$ cat src/design/lbd_defines.svh
`ifndef LBD_DEFINES_SVH
`define LBD_DEFINES_SVH
// ============================================================
// Register map (word byte addresses)
`define LBD_REG_BRIGHT 4'h0
`define LBD_REG_CTRL 4'h4
`define LBD_REG_STATUS 4'h8
`define LBD_REG_CHAN 4'hC
// ============================================================
// Control fields
`define LBD_CTRL_ENABLE 0
`define LBD_CTRL_REACT 1
// ============================================================
// Reset values
`define LBD_BRIGHT_RST 8'hFF
`define LBD_FULL_SCALE 8'hFF
// ============================================================
// Timing and voltage levels
`define LBD_CLK_HZ 125000000
`define LBD_PULSE_MIN_HZ 200
`define LBD_PULSE_MAX_HZ 20000
`define LBD_DIM_MIN_HZ 200
`define LBD_DIM_MAX_HZ 5000
`define LBD_STEP_MV 100
`define LBD_REG_MV 450
`define LBD_UNUSED_MV 750
`define LBD_PULSE_TIMEOUT_CYC ((`LBD_CLK_HZ / `LBD_PULSE_MIN_HZ) * 2)
`endif

$ cat src/design/lbd_pkg.sv
package lbd_pkg;
  typedef enum logic [1:0] {
    LBD_DIM_NODELAY = 2'b00,
    LBD_DIM_ANALOG = 2'b01,
    LBD_DIM_DIRECT = 2'b10
  } lbd_dim_mode_t;
  typedef enum logic [1:0] {
    LBD_STRAP_LOW = 2'b00,
    LBD_STRAP_OPEN = 2'b01,
    LBD_STRAP_HIGH = 2'b10
  } lbd_strap_t;
  typedef enum logic [3:0] {
    LBD_SS_OFF = 4'b0001,
    LBD_SS_WAIT = 4'b0010,
    LBD_SS_RAMP = 4'b0100,
    LBD_SS_RUN = 4'b1000
  } lbd_ss_state_t;
endpackage

$ cat src/design/lbd_duty_meter.sv
`timescale 1ns/1ps
`include "lbd_defines.svh"
module lbd_duty_meter
  import lbd_pkg::*;
#(
  parameter int CNT_W = 24,
  parameter int TIMEOUT = `LBD_PULSE_TIMEOUT_CYC
) (
  // Clock and reset
  input wire logic clk,
  input wire logic srst,
  // Pulse
  input wire logic pulse_in,
  // Result
  output logic [7:0] duty,
  output logic duty_valid,
  output logic active
);
  // ============================================================
  // Period and high-time counters, restart each rising edge
  logic prev_q, prev_d;
  logic [CNT_W-1:0] per_q, per_d, hi_q, hi_d;
  logic [7:0] duty_q, duty_d;
  logic vld_q, vld_d, act_q, act_d;
  logic [CNT_W+7:0] prod;
  logic [CNT_W+7:0] quo;

  always_comb begin
    prev_d = pulse_in;
    per_d = per_q;
    hi_d = hi_q;
    duty_d = duty_q;
    vld_d = 1'b0;
    act_d = act_q;
    prod = {8'h00, hi_q} * (CNT_W+8)'(255);
    quo = (per_q == '0) ? '0 : prod / {8'h00, per_q};
    if (pulse_in && !prev_q) begin
      // Full-resolution count adapts to any period in range
      if (act_q) begin
        duty_d = quo[7:0];
        vld_d = 1'b1;
      end
      act_d = 1'b1;
      per_d = CNT_W'(1);
      hi_d = CNT_W'(1);
    end else if (per_q >= CNT_W'(TIMEOUT)) begin
      // Steady level: high maps to full scale, low to zero
      duty_d = pulse_in ? `LBD_FULL_SCALE : 8'h00;
      vld_d = 1'b1;
      act_d = pulse_in;
      per_d = '0;
      hi_d = '0;
    end else begin
      per_d = per_q + CNT_W'(1);
      hi_d = hi_q + (pulse_in ? CNT_W'(1) : CNT_W'(0));
    end
  end

  always_ff @(posedge clk) begin
    if (srst) begin
      prev_q <= 1'b0;
      per_q <= '0;
      hi_q <= '0;
      duty_q <= 8'h00;
      vld_q <= 1'b0;
      act_q <= 1'b0;
    end else begin
      prev_q <= prev_d;
      per_q <= per_d;
      hi_q <= hi_d;
      duty_q <= duty_d;
      vld_q <= vld_d;
      act_q <= act_d;
    end
  end

  assign duty = duty_q;
  assign duty_valid = vld_q;
  assign active = act_q;
endmodule // lbd_duty_meter

$ cat src/design/lbd_dim_osc.sv
`timescale 1ns/1ps
`include "lbd_defines.svh"
module lbd_dim_osc
  import lbd_pkg::*;
#(
  parameter int DIV_W = 20
) (
  // Clock and reset
  input wire logic clk,
  input wire logic srst,
  // Setting
  input wire logic [DIV_W-1:0] step_div,
  input wire logic [7:0] duty,
  // Output
  output logic pwm
);
  // ============================================================
  // Prescaler: 256 slots per dimming period
  logic [DIV_W-1:0] pre_q, pre_d;
  logic [7:0] slot_q, slot_d;
  logic pwm_q, pwm_d;

  always_comb begin
    pre_d = pre_q + DIV_W'(1);
    slot_d = slot_q;
    if (pre_q >= step_div) begin
      pre_d = '0;
      slot_d = slot_q + 8'h01;
    end
    pwm_d = (duty == `LBD_FULL_SCALE) || (slot_q < duty);
  end

  always_ff @(posedge clk) begin
    if (srst) begin
      pre_q <= '0;
      slot_q <= 8'h00;
      pwm_q <= 1'b0;
    end else begin
      pre_q <= pre_d;
      slot_q <= slot_d;
      pwm_q <= pwm_d;
    end
  end

  assign pwm = pwm_q;
endmodule // lbd_dim_osc

$ cat src/design/lbd_backlight_ctrl.sv
`timescale 1ns/1ps
`include "lbd_defines.svh"
module lbd_backlight_ctrl
  import lbd_pkg::*;
#(
  parameter int NCH = 8,
  parameter int DIV_W = 20,
  parameter int TIMEOUT = `LBD_PULSE_TIMEOUT_CYC,
  parameter logic [DIV_W-1:0] DIM_STEP_DIV = DIV_W'(`LBD_CLK_HZ / (`LBD_DIM_MIN_HZ * 256))
) (
  // Clock and reset
  input wire logic clk,
  input wire logic srst,
  // Straps and enable
  input wire logic [1:0] interface_select_strap,
  input wire logic [1:0] dimming_select_strap,
  input wire logic enable,
  // Brightness pulse
  input wire logic brightness_pulse_input,
  // Dimming oscillator divider from the resistor setting
  input wire logic [DIV_W-1:0] dim_oscillator_set_pin,
  // Channel analog feedback comparators
  input wire logic [NCH-1:0] chan_below_unused,
  input wire logic [NCH-1:0] chan_above_reg,
  input wire logic [NCH-1:0] chan_current_ok,
  input wire logic [NCH-1:0] chan_zero_current,
  input wire logic output_at_ovp,
  // Avalon-MM slave
  input wire logic [3:0] avs_address,
  input wire logic avs_read,
  input wire logic avs_write,
  input wire logic [31:0] avs_writedata,
  input wire logic [3:0] avs_byteenable,
  output logic [31:0] avs_readdata,
  output logic avs_waitrequest,
  // Sink drive
  output logic [NCH-1:0] led_channel_sink,
  output logic [7:0] sink_amplitude,
  output logic step_up,
  output logic [7:0] target_steps,
  output logic device_on
);
  // ============================================================
  // Strap decode
  function automatic logic [2:0] decode_straps(input logic [1:0] s1, input logic [1:0] s2);
    // {valid, bus_if, analog/direct select encoded via return path}
    decode_straps = 3'b000;
    if (s1 == LBD_STRAP_HIGH && s2 == LBD_STRAP_LOW) decode_straps = 3'b110;
    else if (s1 == LBD_STRAP_OPEN && s2 == LBD_STRAP_LOW) decode_straps = 3'b100;
    else if (s1 == LBD_STRAP_LOW && s2 == LBD_STRAP_HIGH) decode_straps = 3'b111;
    else if (s1 == LBD_STRAP_LOW && s2 == LBD_STRAP_OPEN) decode_straps = 3'b101;
    else if (s1 == LBD_STRAP_LOW && s2 == LBD_STRAP_LOW) decode_straps = 3'b100;
  endfunction

  logic [2:0] dec;
  lbd_dim_mode_t mode_q, mode_d;
  logic bus_if_q, bus_if_d;

  always_comb begin
    dec = decode_straps(interface_select_strap, dimming_select_strap);
    bus_if_d = dec[1];
    if (!dec[2]) mode_d = LBD_DIM_NODELAY;
    else if (dec[0]) mode_d = LBD_DIM_ANALOG;
    else if (interface_select_strap == LBD_STRAP_LOW) mode_d = LBD_DIM_DIRECT;
    else mode_d = LBD_DIM_NODELAY;
  end

  // ============================================================
  // Duty meter and oscillator
  logic [7:0] meas_duty;
  logic meas_valid, pulse_active;
  logic [7:0] bright_q, bright_d;
  logic osc_pwm;

  lbd_duty_meter #(.CNT_W(24), .TIMEOUT(TIMEOUT)) u_meter (
    .clk(clk),
    .srst(srst),
    .pulse_in(brightness_pulse_input),
    .duty(meas_duty),
    .duty_valid(meas_valid),
    .active(pulse_active)
  );

  lbd_dim_osc #(.DIV_W(DIV_W)) u_osc (
    .clk(clk),
    .srst(srst),
    .step_div(dim_oscillator_set_pin),
    .duty(bright_q),
    .pwm(osc_pwm)
  );

  // ============================================================
  // Bus slave and brightness register
  logic [31:0] rdata_q, rdata_d;
  logic wait_q, wait_d;
  logic en_sw_q, en_sw_d;
  logic react;
  lbd_ss_state_t ss_q, ss_d;
  logic [NCH-1:0] removed_q, removed_d;
  logic [7:0] steps_q, steps_d;
  logic en_prev_q;
  logic run_en;

  always_comb begin
    wait_d = 1'b1;
    rdata_d = rdata_q;
    bright_d = bright_q;
    en_sw_d = en_sw_q;
    react = 1'b0;
    if ((avs_read || avs_write) && wait_q) begin
      wait_d = 1'b0;
      if (avs_read) begin
        unique case (avs_address)
          `LBD_REG_BRIGHT: rdata_d = {24'h0000_00, bright_q};
          `LBD_REG_CTRL: rdata_d = {30'h0000_0000, 1'b0, en_sw_q};
          `LBD_REG_STATUS: rdata_d = {24'h0000_00, ss_q, bus_if_q, pulse_active, mode_q};
          `LBD_REG_CHAN: rdata_d = 32'(removed_q);
          default: rdata_d = 32'h0000_0000;
        endcase
      end
    end
    if (avs_write && wait_q && avs_byteenable[0]) begin
      if (avs_address == `LBD_REG_BRIGHT && bus_if_q) bright_d = avs_writedata[7:0];
      if (avs_address == `LBD_REG_CTRL) begin
        en_sw_d = avs_writedata[`LBD_CTRL_ENABLE];
        react = avs_writedata[`LBD_CTRL_REACT];
      end
    end
    if (!bus_if_q && meas_valid) bright_d = meas_duty;
  end

  // ============================================================
  // Soft start and channel removal
  always_comb begin
    run_en = enable && en_sw_q;
    ss_d = ss_q;
    steps_d = steps_q;
    // Clear first, so a removal in the same cycle wins
    removed_d = (react || (run_en && !en_prev_q)) ? '0 : removed_q;
    unique case (ss_q)
      LBD_SS_OFF: begin
        steps_d = 8'h00;
        if (run_en) begin
          removed_d = chan_below_unused;
          ss_d = LBD_SS_WAIT;
        end
      end
      LBD_SS_WAIT: if (pulse_active || bus_if_q) ss_d = LBD_SS_RAMP;
      LBD_SS_RAMP: begin
        if (output_at_ovp) removed_d = removed_d | chan_zero_current;
        if (&((chan_above_reg & chan_current_ok) | removed_q)) ss_d = LBD_SS_RUN;
        else steps_d = steps_q + 8'h01;
      end
      LBD_SS_RUN: ;
    endcase
    if (!run_en) ss_d = LBD_SS_OFF;
  end

  logic [NCH-1:0] sink_q, sink_d;
  logic [7:0] amp_q, amp_d;
  logic gate;

  always_comb begin
    unique case (mode_q)
      LBD_DIM_NODELAY: gate = osc_pwm;
      LBD_DIM_DIRECT: gate = brightness_pulse_input;
      default: gate = 1'b1;
    endcase
    amp_d = (mode_q == LBD_DIM_ANALOG) ? bright_q : `LBD_FULL_SCALE;
    sink_d = (ss_q == LBD_SS_RAMP || ss_q == LBD_SS_RUN) && gate ? ~removed_q : '0;
  end

  always_ff @(posedge clk) begin
    if (srst) begin
      mode_q <= LBD_DIM_NODELAY;
      bus_if_q <= 1'b0;
      bright_q <= `LBD_BRIGHT_RST;
      rdata_q <= 32'h0000_0000;
      wait_q <= 1'b1;
      en_sw_q <= 1'b1;
      ss_q <= LBD_SS_OFF;
      steps_q <= 8'h00;
      removed_q <= '0;
      en_prev_q <= 1'b0;
      sink_q <= '0;
      amp_q <= 8'h00;
    end else begin
      mode_q <= mode_d;
      bus_if_q <= bus_if_d;
      bright_q <= bright_d;
      rdata_q <= rdata_d;
      wait_q <= wait_d;
      en_sw_q <= en_sw_d;
      ss_q <= ss_d;
      steps_q <= steps_d;
      removed_q <= removed_d;
      en_prev_q <= run_en;
      sink_q <= sink_d;
      amp_q <= amp_d;
    end
  end

  logic step_q;
  logic on_q;
  always_ff @(posedge clk) begin
    if (srst) begin
      step_q <= 1'b0;
      on_q <= 1'b0;
    end else begin
      step_q <= (ss_q == LBD_SS_RAMP) && (ss_d == LBD_SS_RAMP);
      on_q <= run_en;
    end
  end

  assign avs_readdata = rdata_q;
  assign avs_waitrequest = wait_q;
  assign led_channel_sink = sink_q;
  assign sink_amplitude = amp_q;
  assign step_up = step_q;
  assign target_steps = steps_q;
  assign device_on = on_q;
endmodule // lbd_backlight_ctrl

$ cat config.mk
export PLATFORM = sky130hd
export DESIGN_NAME = lbd_backlight_ctrl
export DESIGN_NICKNAME = d
export VERILOG_FILES = /design/src/design/lbd_pkg.sv /design/src/design/lbd_duty_meter.sv /design/src/design/lbd_dim_osc.sv /design/src/design/lbd_backlight_ctrl.sv
export VERILOG_INCLUDE_DIRS = /design/src /design/src/design
export SDC_FILE = /design/constraint.sdc
export NUM_CORES = 2
export LEC_CHECK = 0
export BUFFER_PORTS_ARGS = -buffer_cell sky130_fd_sc_hd__buf_2
export CORE_UTILIZATION = 25
export CTS_CLUSTER_SIZE = 16
export DETAILED_ROUTE_END_ITERATION = 7
export PLACE_DENSITY_LB_ADDON = 0.3
export SLEW_MARGIN = 20
export SYNTH_ARGS = -nofsm -noshare
export SYNTH_HDL_FRONTEND = slang
export SYNTH_SLANG_ARGS = --single-unit
$ cat constraint.sdc
create_clock -name clk -period 99.7 [get_ports clk]
set_input_delay 9.97 -clock clk [delete_from_list [all_inputs] [get_ports clk]]
set_output_delay 9.97 -clock clk [all_outputs]
set_load 0.02 [all_outputs]
* Yosys cells after proc, flatten, opt, wreduce, memory -nomap -nowiden *
Index checks and enable logic that the tools add are counted.
Widths: inputs -> output; s select.

operators by class
  add/subtract/negate cells = 5
  multiply operators = 1
  divide/modulo/power cells = 1
  magnitude comparators = 3
  eq/ne operators = 17
  mux-type cells = 41
  bitwise operators = 6
  reduce and logical (&&, ||, !) cells = 43

operators with widths
  operator               number
  $mux 8                 13
  $div 32x24->32         1
  $mul 24x8->32 const B  1
  $pmux 8 s2             2
  $pmux 8 s4             1
  $add 24x1->24          1
  $add 24x1->24 const B  1
  $ge 24x21->1 const B   1
  $logic_not 24->1       1
  $add 20x1->20 const B  1
  $ge 20x20->1           1
  $add 8x1->8 const B    2
  $or 8x8->8             2
  $logic_and 1x1->1      15
  $mux 3                 5
  $mux 1                 14
  $eq 4x3->1 const B     3
  $eq 4x4->1 const B     3
  $mux 4                 3
  $pmux 4 s3             1
  $reduce_and 2->1       5
  $and 8x8->8            1
  $eq 8x8->1 const B     1
  $lt 8x8->1             1
  other kinds (18)       37

word-level totals
  register bits = 171
  input port bits = 103
  output and inout port bits = 59
  word-level logic and storage cells = 142

* Logic depth before layout (Yosys ltp) *
  word-level depth = 9
  depth in mapped cells = 425
  mapped depth without buffers = 389

* Modules after synthesis *
A second synthesis with hierarchy kept.

second synthesis, totals
  cell total of the unflattened synthesis = 5014
  area total of the unflattened synthesis = 37748.7 um^2

by module, submodules not included
  module              times used  cells each  area an instance (um^2)  sequential area each (um^2)
  lbd_duty_meter      1           4440        32718.9                  1181.1
  lbd_backlight_ctrl  1           342         3129.3                   1181.1
  lbd_dim_osc         1           232         1900.6                   580.6

* Least setup slack after synthesis *
No wires, ideal clock.

  kind = reg2reg
  start = reg u_meter.hi_q[5]
  end = reg u_meter.duty_q[0], in the netlist u_meter.duty[0]
  setup time = 0.129 ns
  data arrival time = 82.765 ns
  required time = 99.571 ns
  setup slack = 16.805 ns
  stages on the path, launching flop included = 393
  path buffers = 44
  clock period less this slack = 82.895 ns
  cell sequence = dfxtp_1 inv_1 fa_1 inv_1 fa_1 fa_1 inv_1 fa_1 inv_1 ha_1 nand3_1 and4b_1 a211oi_1 o21ai_1 a21o_1 a21oi_1 a31oi_1 xnor2_1 [357 not listed] a21o_1 a21o_1 a21o_1 a21o_1 a21o_1 a21o_1 a21oi_1 nor2b_1 o21ai_0 a21oi_1 nor3_1 o21ai_0 a21o_1 a21oi_1 nor4b_1 o21ai_0 a211oi_1 o211ai_1

between the ends
  cells in the longest elaborated chain, start to end = 5

RTL lines
  item                      line                  source
  start: declaration        lbd_duty_meter.sv:22  logic [CNT_W-1:0] per_q, per_d, hi_q, hi_d;
  start signal: assignment  lbd_duty_meter.sv:70  hi_q <= hi_d;
  $mul 24x8->32             lbd_duty_meter.sv:35  prod = {8'h00, hi_q} * (CNT_W+8)'(255);
  $div 32x24->32            lbd_duty_meter.sv:36  quo = (per_q == '0) ? '0 : prod / {8'h00, per_q};
  $mux 8                    lbd_duty_meter.sv:36
  $mux 8                    lbd_duty_meter.sv:39  if (act_q) begin
  $mux 8                    lbd_duty_meter.sv:37  if (pulse_in && !prev_q) begin
  end signal: assignment    lbd_duty_meter.sv:71  duty_q <= duty_d;
  end: declaration          lbd_duty_meter.sv:23  logic [7:0] duty_q, duty_d;

No other way between the ends. The select of a mux whose other input is x is not followed.
A chain may end at the register's enable or synchronous reset.

* Final worst setup path *
Ends and elaborated chain as after synthesis.

==> results.md <==
* Worst Clk Skew at around 0.017 ns
* GRT Util Overall at 14.8%
* Port buffer count at 110
* Post-synth EDFFs at 0
* Seq cells post-synth at approximately 150
* Router iterations before antenna repair at 6
* Total number of vias at between 30000 and 40000
* Cell Count, Final, Fillers Out at 6953
* Total CTS buffers at 17
* Critical R2R Launch: u_meter.hi_q[5]
* Hold_sp: avs_readdata[0]
* Clock Sinks at approximately 150
* Kind of critical path: register to register
* Synth Cell Area at around 0.037 mm^2
* Routed length per instance at approximately 16 um
* DRT iter0 DRCs at 1892
* WP data required at about 100 ns
* CP max stage cell: a2111oi_1
* Detailed Route WL at about 110 mm
* Endpoints failing hold at 0
* Arrival @ worst endpoint at between 90 and 100 ns
* Remaining Overflow, GRT at 0
* Cells after synthesis at 4946
* Die Y at between 300 and 400 um
* Gpl congestion at 0.858
* Worst-Margin Slew at around 1.0 ns
* Initial core utilization at 25.3%
* Area Overhead vs Synth at 9.79%
* DIE WIDTH at 387 um
* Synthesized area per cell at 7.50 um^2
* Setup Viol. Count Final at 0
* Post-CTS Setup Bufs at 0
* Fillers at about 16000
* H-tree Lvls at 4
* Nets at roughly 6000
* Slew HR at between 30% and 40%
* Post-synth top flop: dfxtp_1
* Yosys cell types at approximately 110
* Period utilization at 92.6%
* Share of cells above drive strength 1 at a little under a tenth
* Status: finished, final reports clean
* Die area at 0.150 mm^2
* Initial antenna violation count at 5
* First-pass GRT wire length at 183 mm
* FFs w/ async S/R, synth at 0%
* DR vias/cell at between 5 and 6
* CORE AREA at 0.146 mm^2
* Crit path time final at roughly 90 ns
* Hold Path Class: register to register
* Vias in the first global route at roughly 34000
* Maximum clock path buffer count at 2
* Max-cap violation count at 0
* FMAX at 10.8 MHz
* DRC viols at 0
* CTS resizes at 0
* CP peak stage delay at just under 0.7 ns
* CP max FO at 30
* Clk_lat worst skew at 0.48 ns
* Most common cell on crit path: a21oi_1
* Largest net degree at the start of global routing at 42
* Post-DRT Antenna Nets at 0
* CP Capture Type: register
* Startpoint Class: register
* Cts-stage hold buffer count at 0
* Worst-path clk slew at 0.08 ns
* Hold Slack at around 0.47 ns
* Count of final max-slew check failures at 0
* Root buffer cell: clkbuf_16
* Seq/Total Area, Yosys at 7.94%
* CTS tree: yes
* Crit path launch: u_meter.hi_q[5]
* Num rows at 140
* Hpwl dp at 91.0 mm
* Placed instance count at between 6000 and 7000
* I/O pin cnt at roughly 160
* Setup TNS at 0 ns
* Syn. warnings at 0
==> layout make-up <==
type / count / area [um^2] / area share, %
well taps: 1917 / 2400 / 5.89
clock buffers: 17 / 425 / 1.05
flip-flops and latches: 147 / 2940 / 7.23
clock inverters: 15 / 183 / 0.449
inverters: 310 / 1160 / 2.86
multi-input cells: 4377 / 32600 / 80.1
repair buffers: 166 / 971 / 2.39
diodes: 4 / 10.0 / 0.0246
==> path summary, 6_finish.rpt <==
kind                     end  slack (ns)  cells after the start
max          u_meter.duty[0]        7.37                    371
min          avs_readdata[0]        0.47                      2
max reg2reg  u_meter.duty[0]        7.37                    371
min reg2reg  avs_readdata[0]        0.47                      2
==> worst max-delay path: cells and delay by family (launching register included) <==
kind | cells | cell delay (ns)
compound gates | 213 | 52.31
simple gates | 89 | 19.66
mux | 6 | 2.14
flops | 1 | 0.51
xor+xnor | 1 | 0.27
fa+ha+maj | 37 | 12.16
buf+inv | 25 | 4.82
==> synthesized netlist by cell type, types with 12 or more instances <==
cell | instances | area, um^2
nand4_1 | 39 | 244
inv_1 | 307 | 1150
or4_1 | 18 | 135
a31oi_1 | 50 | 313
nor3_1 | 162 | 811
mux2i_1 | 29 | 290
a22oi_1 | 19 | 143
nor2b_1 | 73 | 457
clkbuf_1 | 84 | 315
o21a_1 | 151 | 1130
xnor2_1 | 222 | 1940
nor4_1 | 19 | 119
o21ai_1 | 13 | 65.1
o31ai_1 | 74 | 556
a21boi_0 | 22 | 165
buf_1 | 16 | 60.1
mux2_2 | 163 | 1840
nand2b_1 | 58 | 363
a21o_1 | 157 | 1180
and2_1 | 43 | 269
o2111ai_1 | 15 | 131
ha_1 | 598 | 7480
a211oi_1 | 56 | 420
nand2_1 | 415 | 1560
o211ai_1 | 51 | 383
o21ai_0 | 225 | 1130
nor2_1 | 569 | 2140
fa_1 | 110 | 2200
and4_1 | 12 | 105
or2_2 | 30 | 188
and3_1 | 39 | 244
a21oi_1 | 355 | 1780
or3_1 | 53 | 332
buf_4 | 25 | 188
o21bai_1 | 26 | 195
dfxtp_1 | 147 | 2940
xor2_1 | 136 | 1190
nand3_1 | 107 | 536
o22ai_1 | 20 | 125
==> layout by cell type, fill, tap and decap left out, drive strengths merged, types with 20 or more instances in the layout <==
cell type,count
o22ai,20
mux2,167
a21o,157
nor4,21
o211ai,52
a21oi,357
nand3,108
and3,39
or2,31
nand2b,59
nor2b,73
xnor2,222
nand2,415
a21boi,22
o21a,151
inv,313
nor2,570
o31ai,75
a31oi,50
o21ai,240
a211oi,59
buf,166
fa,110
conb,27
nand4,40
mux2i,30
nor3,168
ha,598
xor2,136
o21bai,26
or3,54
dfxtp,147
and2,43
==> cell families (layout without fill, tap and decap cells) <==
| group | after synthesis | after routing | share of synthesized area (%) |
|---|---|---|---|
| AND/OR/NAND/NOR | 1688 | 1688 | 21.5 |
| AO/OA/AOI/OAI | 1397 | 1397 | 25.1 |
| adder cells (fa/ha/maj) | 709 | 709 | 26.2 |
| buffers and inverters | 448 | 508 | 4.87 |
| XOR/XNOR | 358 | 358 | 8.46 |
| multiplexers | 198 | 198 | 5.96 |
| flip-flops | 147 | 147 | 7.94 |
| other | 1 | 31 | 0.0101 |
==> metrics by stage <==
| stage | setup slack [ns] | cell area, um^2 | util, % |
|---|---|---|---|
| floorplan | 16.81 | 37200 | - |
| global placement | 3.45 | 39900 | 27.3 |
| detailed placement | 2.99 | 39900 | 27.3 |
| CTS | 2.49 | 40500 | 27.7 |
| global route | -0.0697 | 40700 | 27.8 |
| finish | 7.37 | 40700 | 27.8 |
==> routing by layer <==
layer	part of all wire, %	global-route usage, %	vias to the layer above
li1	-	-	18100
met1	48	19.7	16900
met2	48	26.0	447
met3	2.2	0.886	78
met4	1.8	3.50	0
met5	0	0	-
==> sequential cells by signal, indices dropped and copies added (netlist names) <==
signal	flops
avs_readdata	8
ss_q	4
u_osc.slot_q	8
u_meter.duty	8
step_up	1
u_meter.duty_valid	1
u_meter.hi_q	24
device_on	1
mode_q	2
removed_q	8
u_osc.pre_q	20
u_osc.pwm	1
u_meter.prev_q	1
en_sw_q	1
bright_q	8
avs_waitrequest	1
led_channel_sink	8
sink_amplitude	8
target_steps	8
bus_if_q	1
u_meter.per_q	24
u_meter.active	1
Power is not shown: default switching activity piles up to over one toggle a cycle in this logic, so the estimate is an artifact.
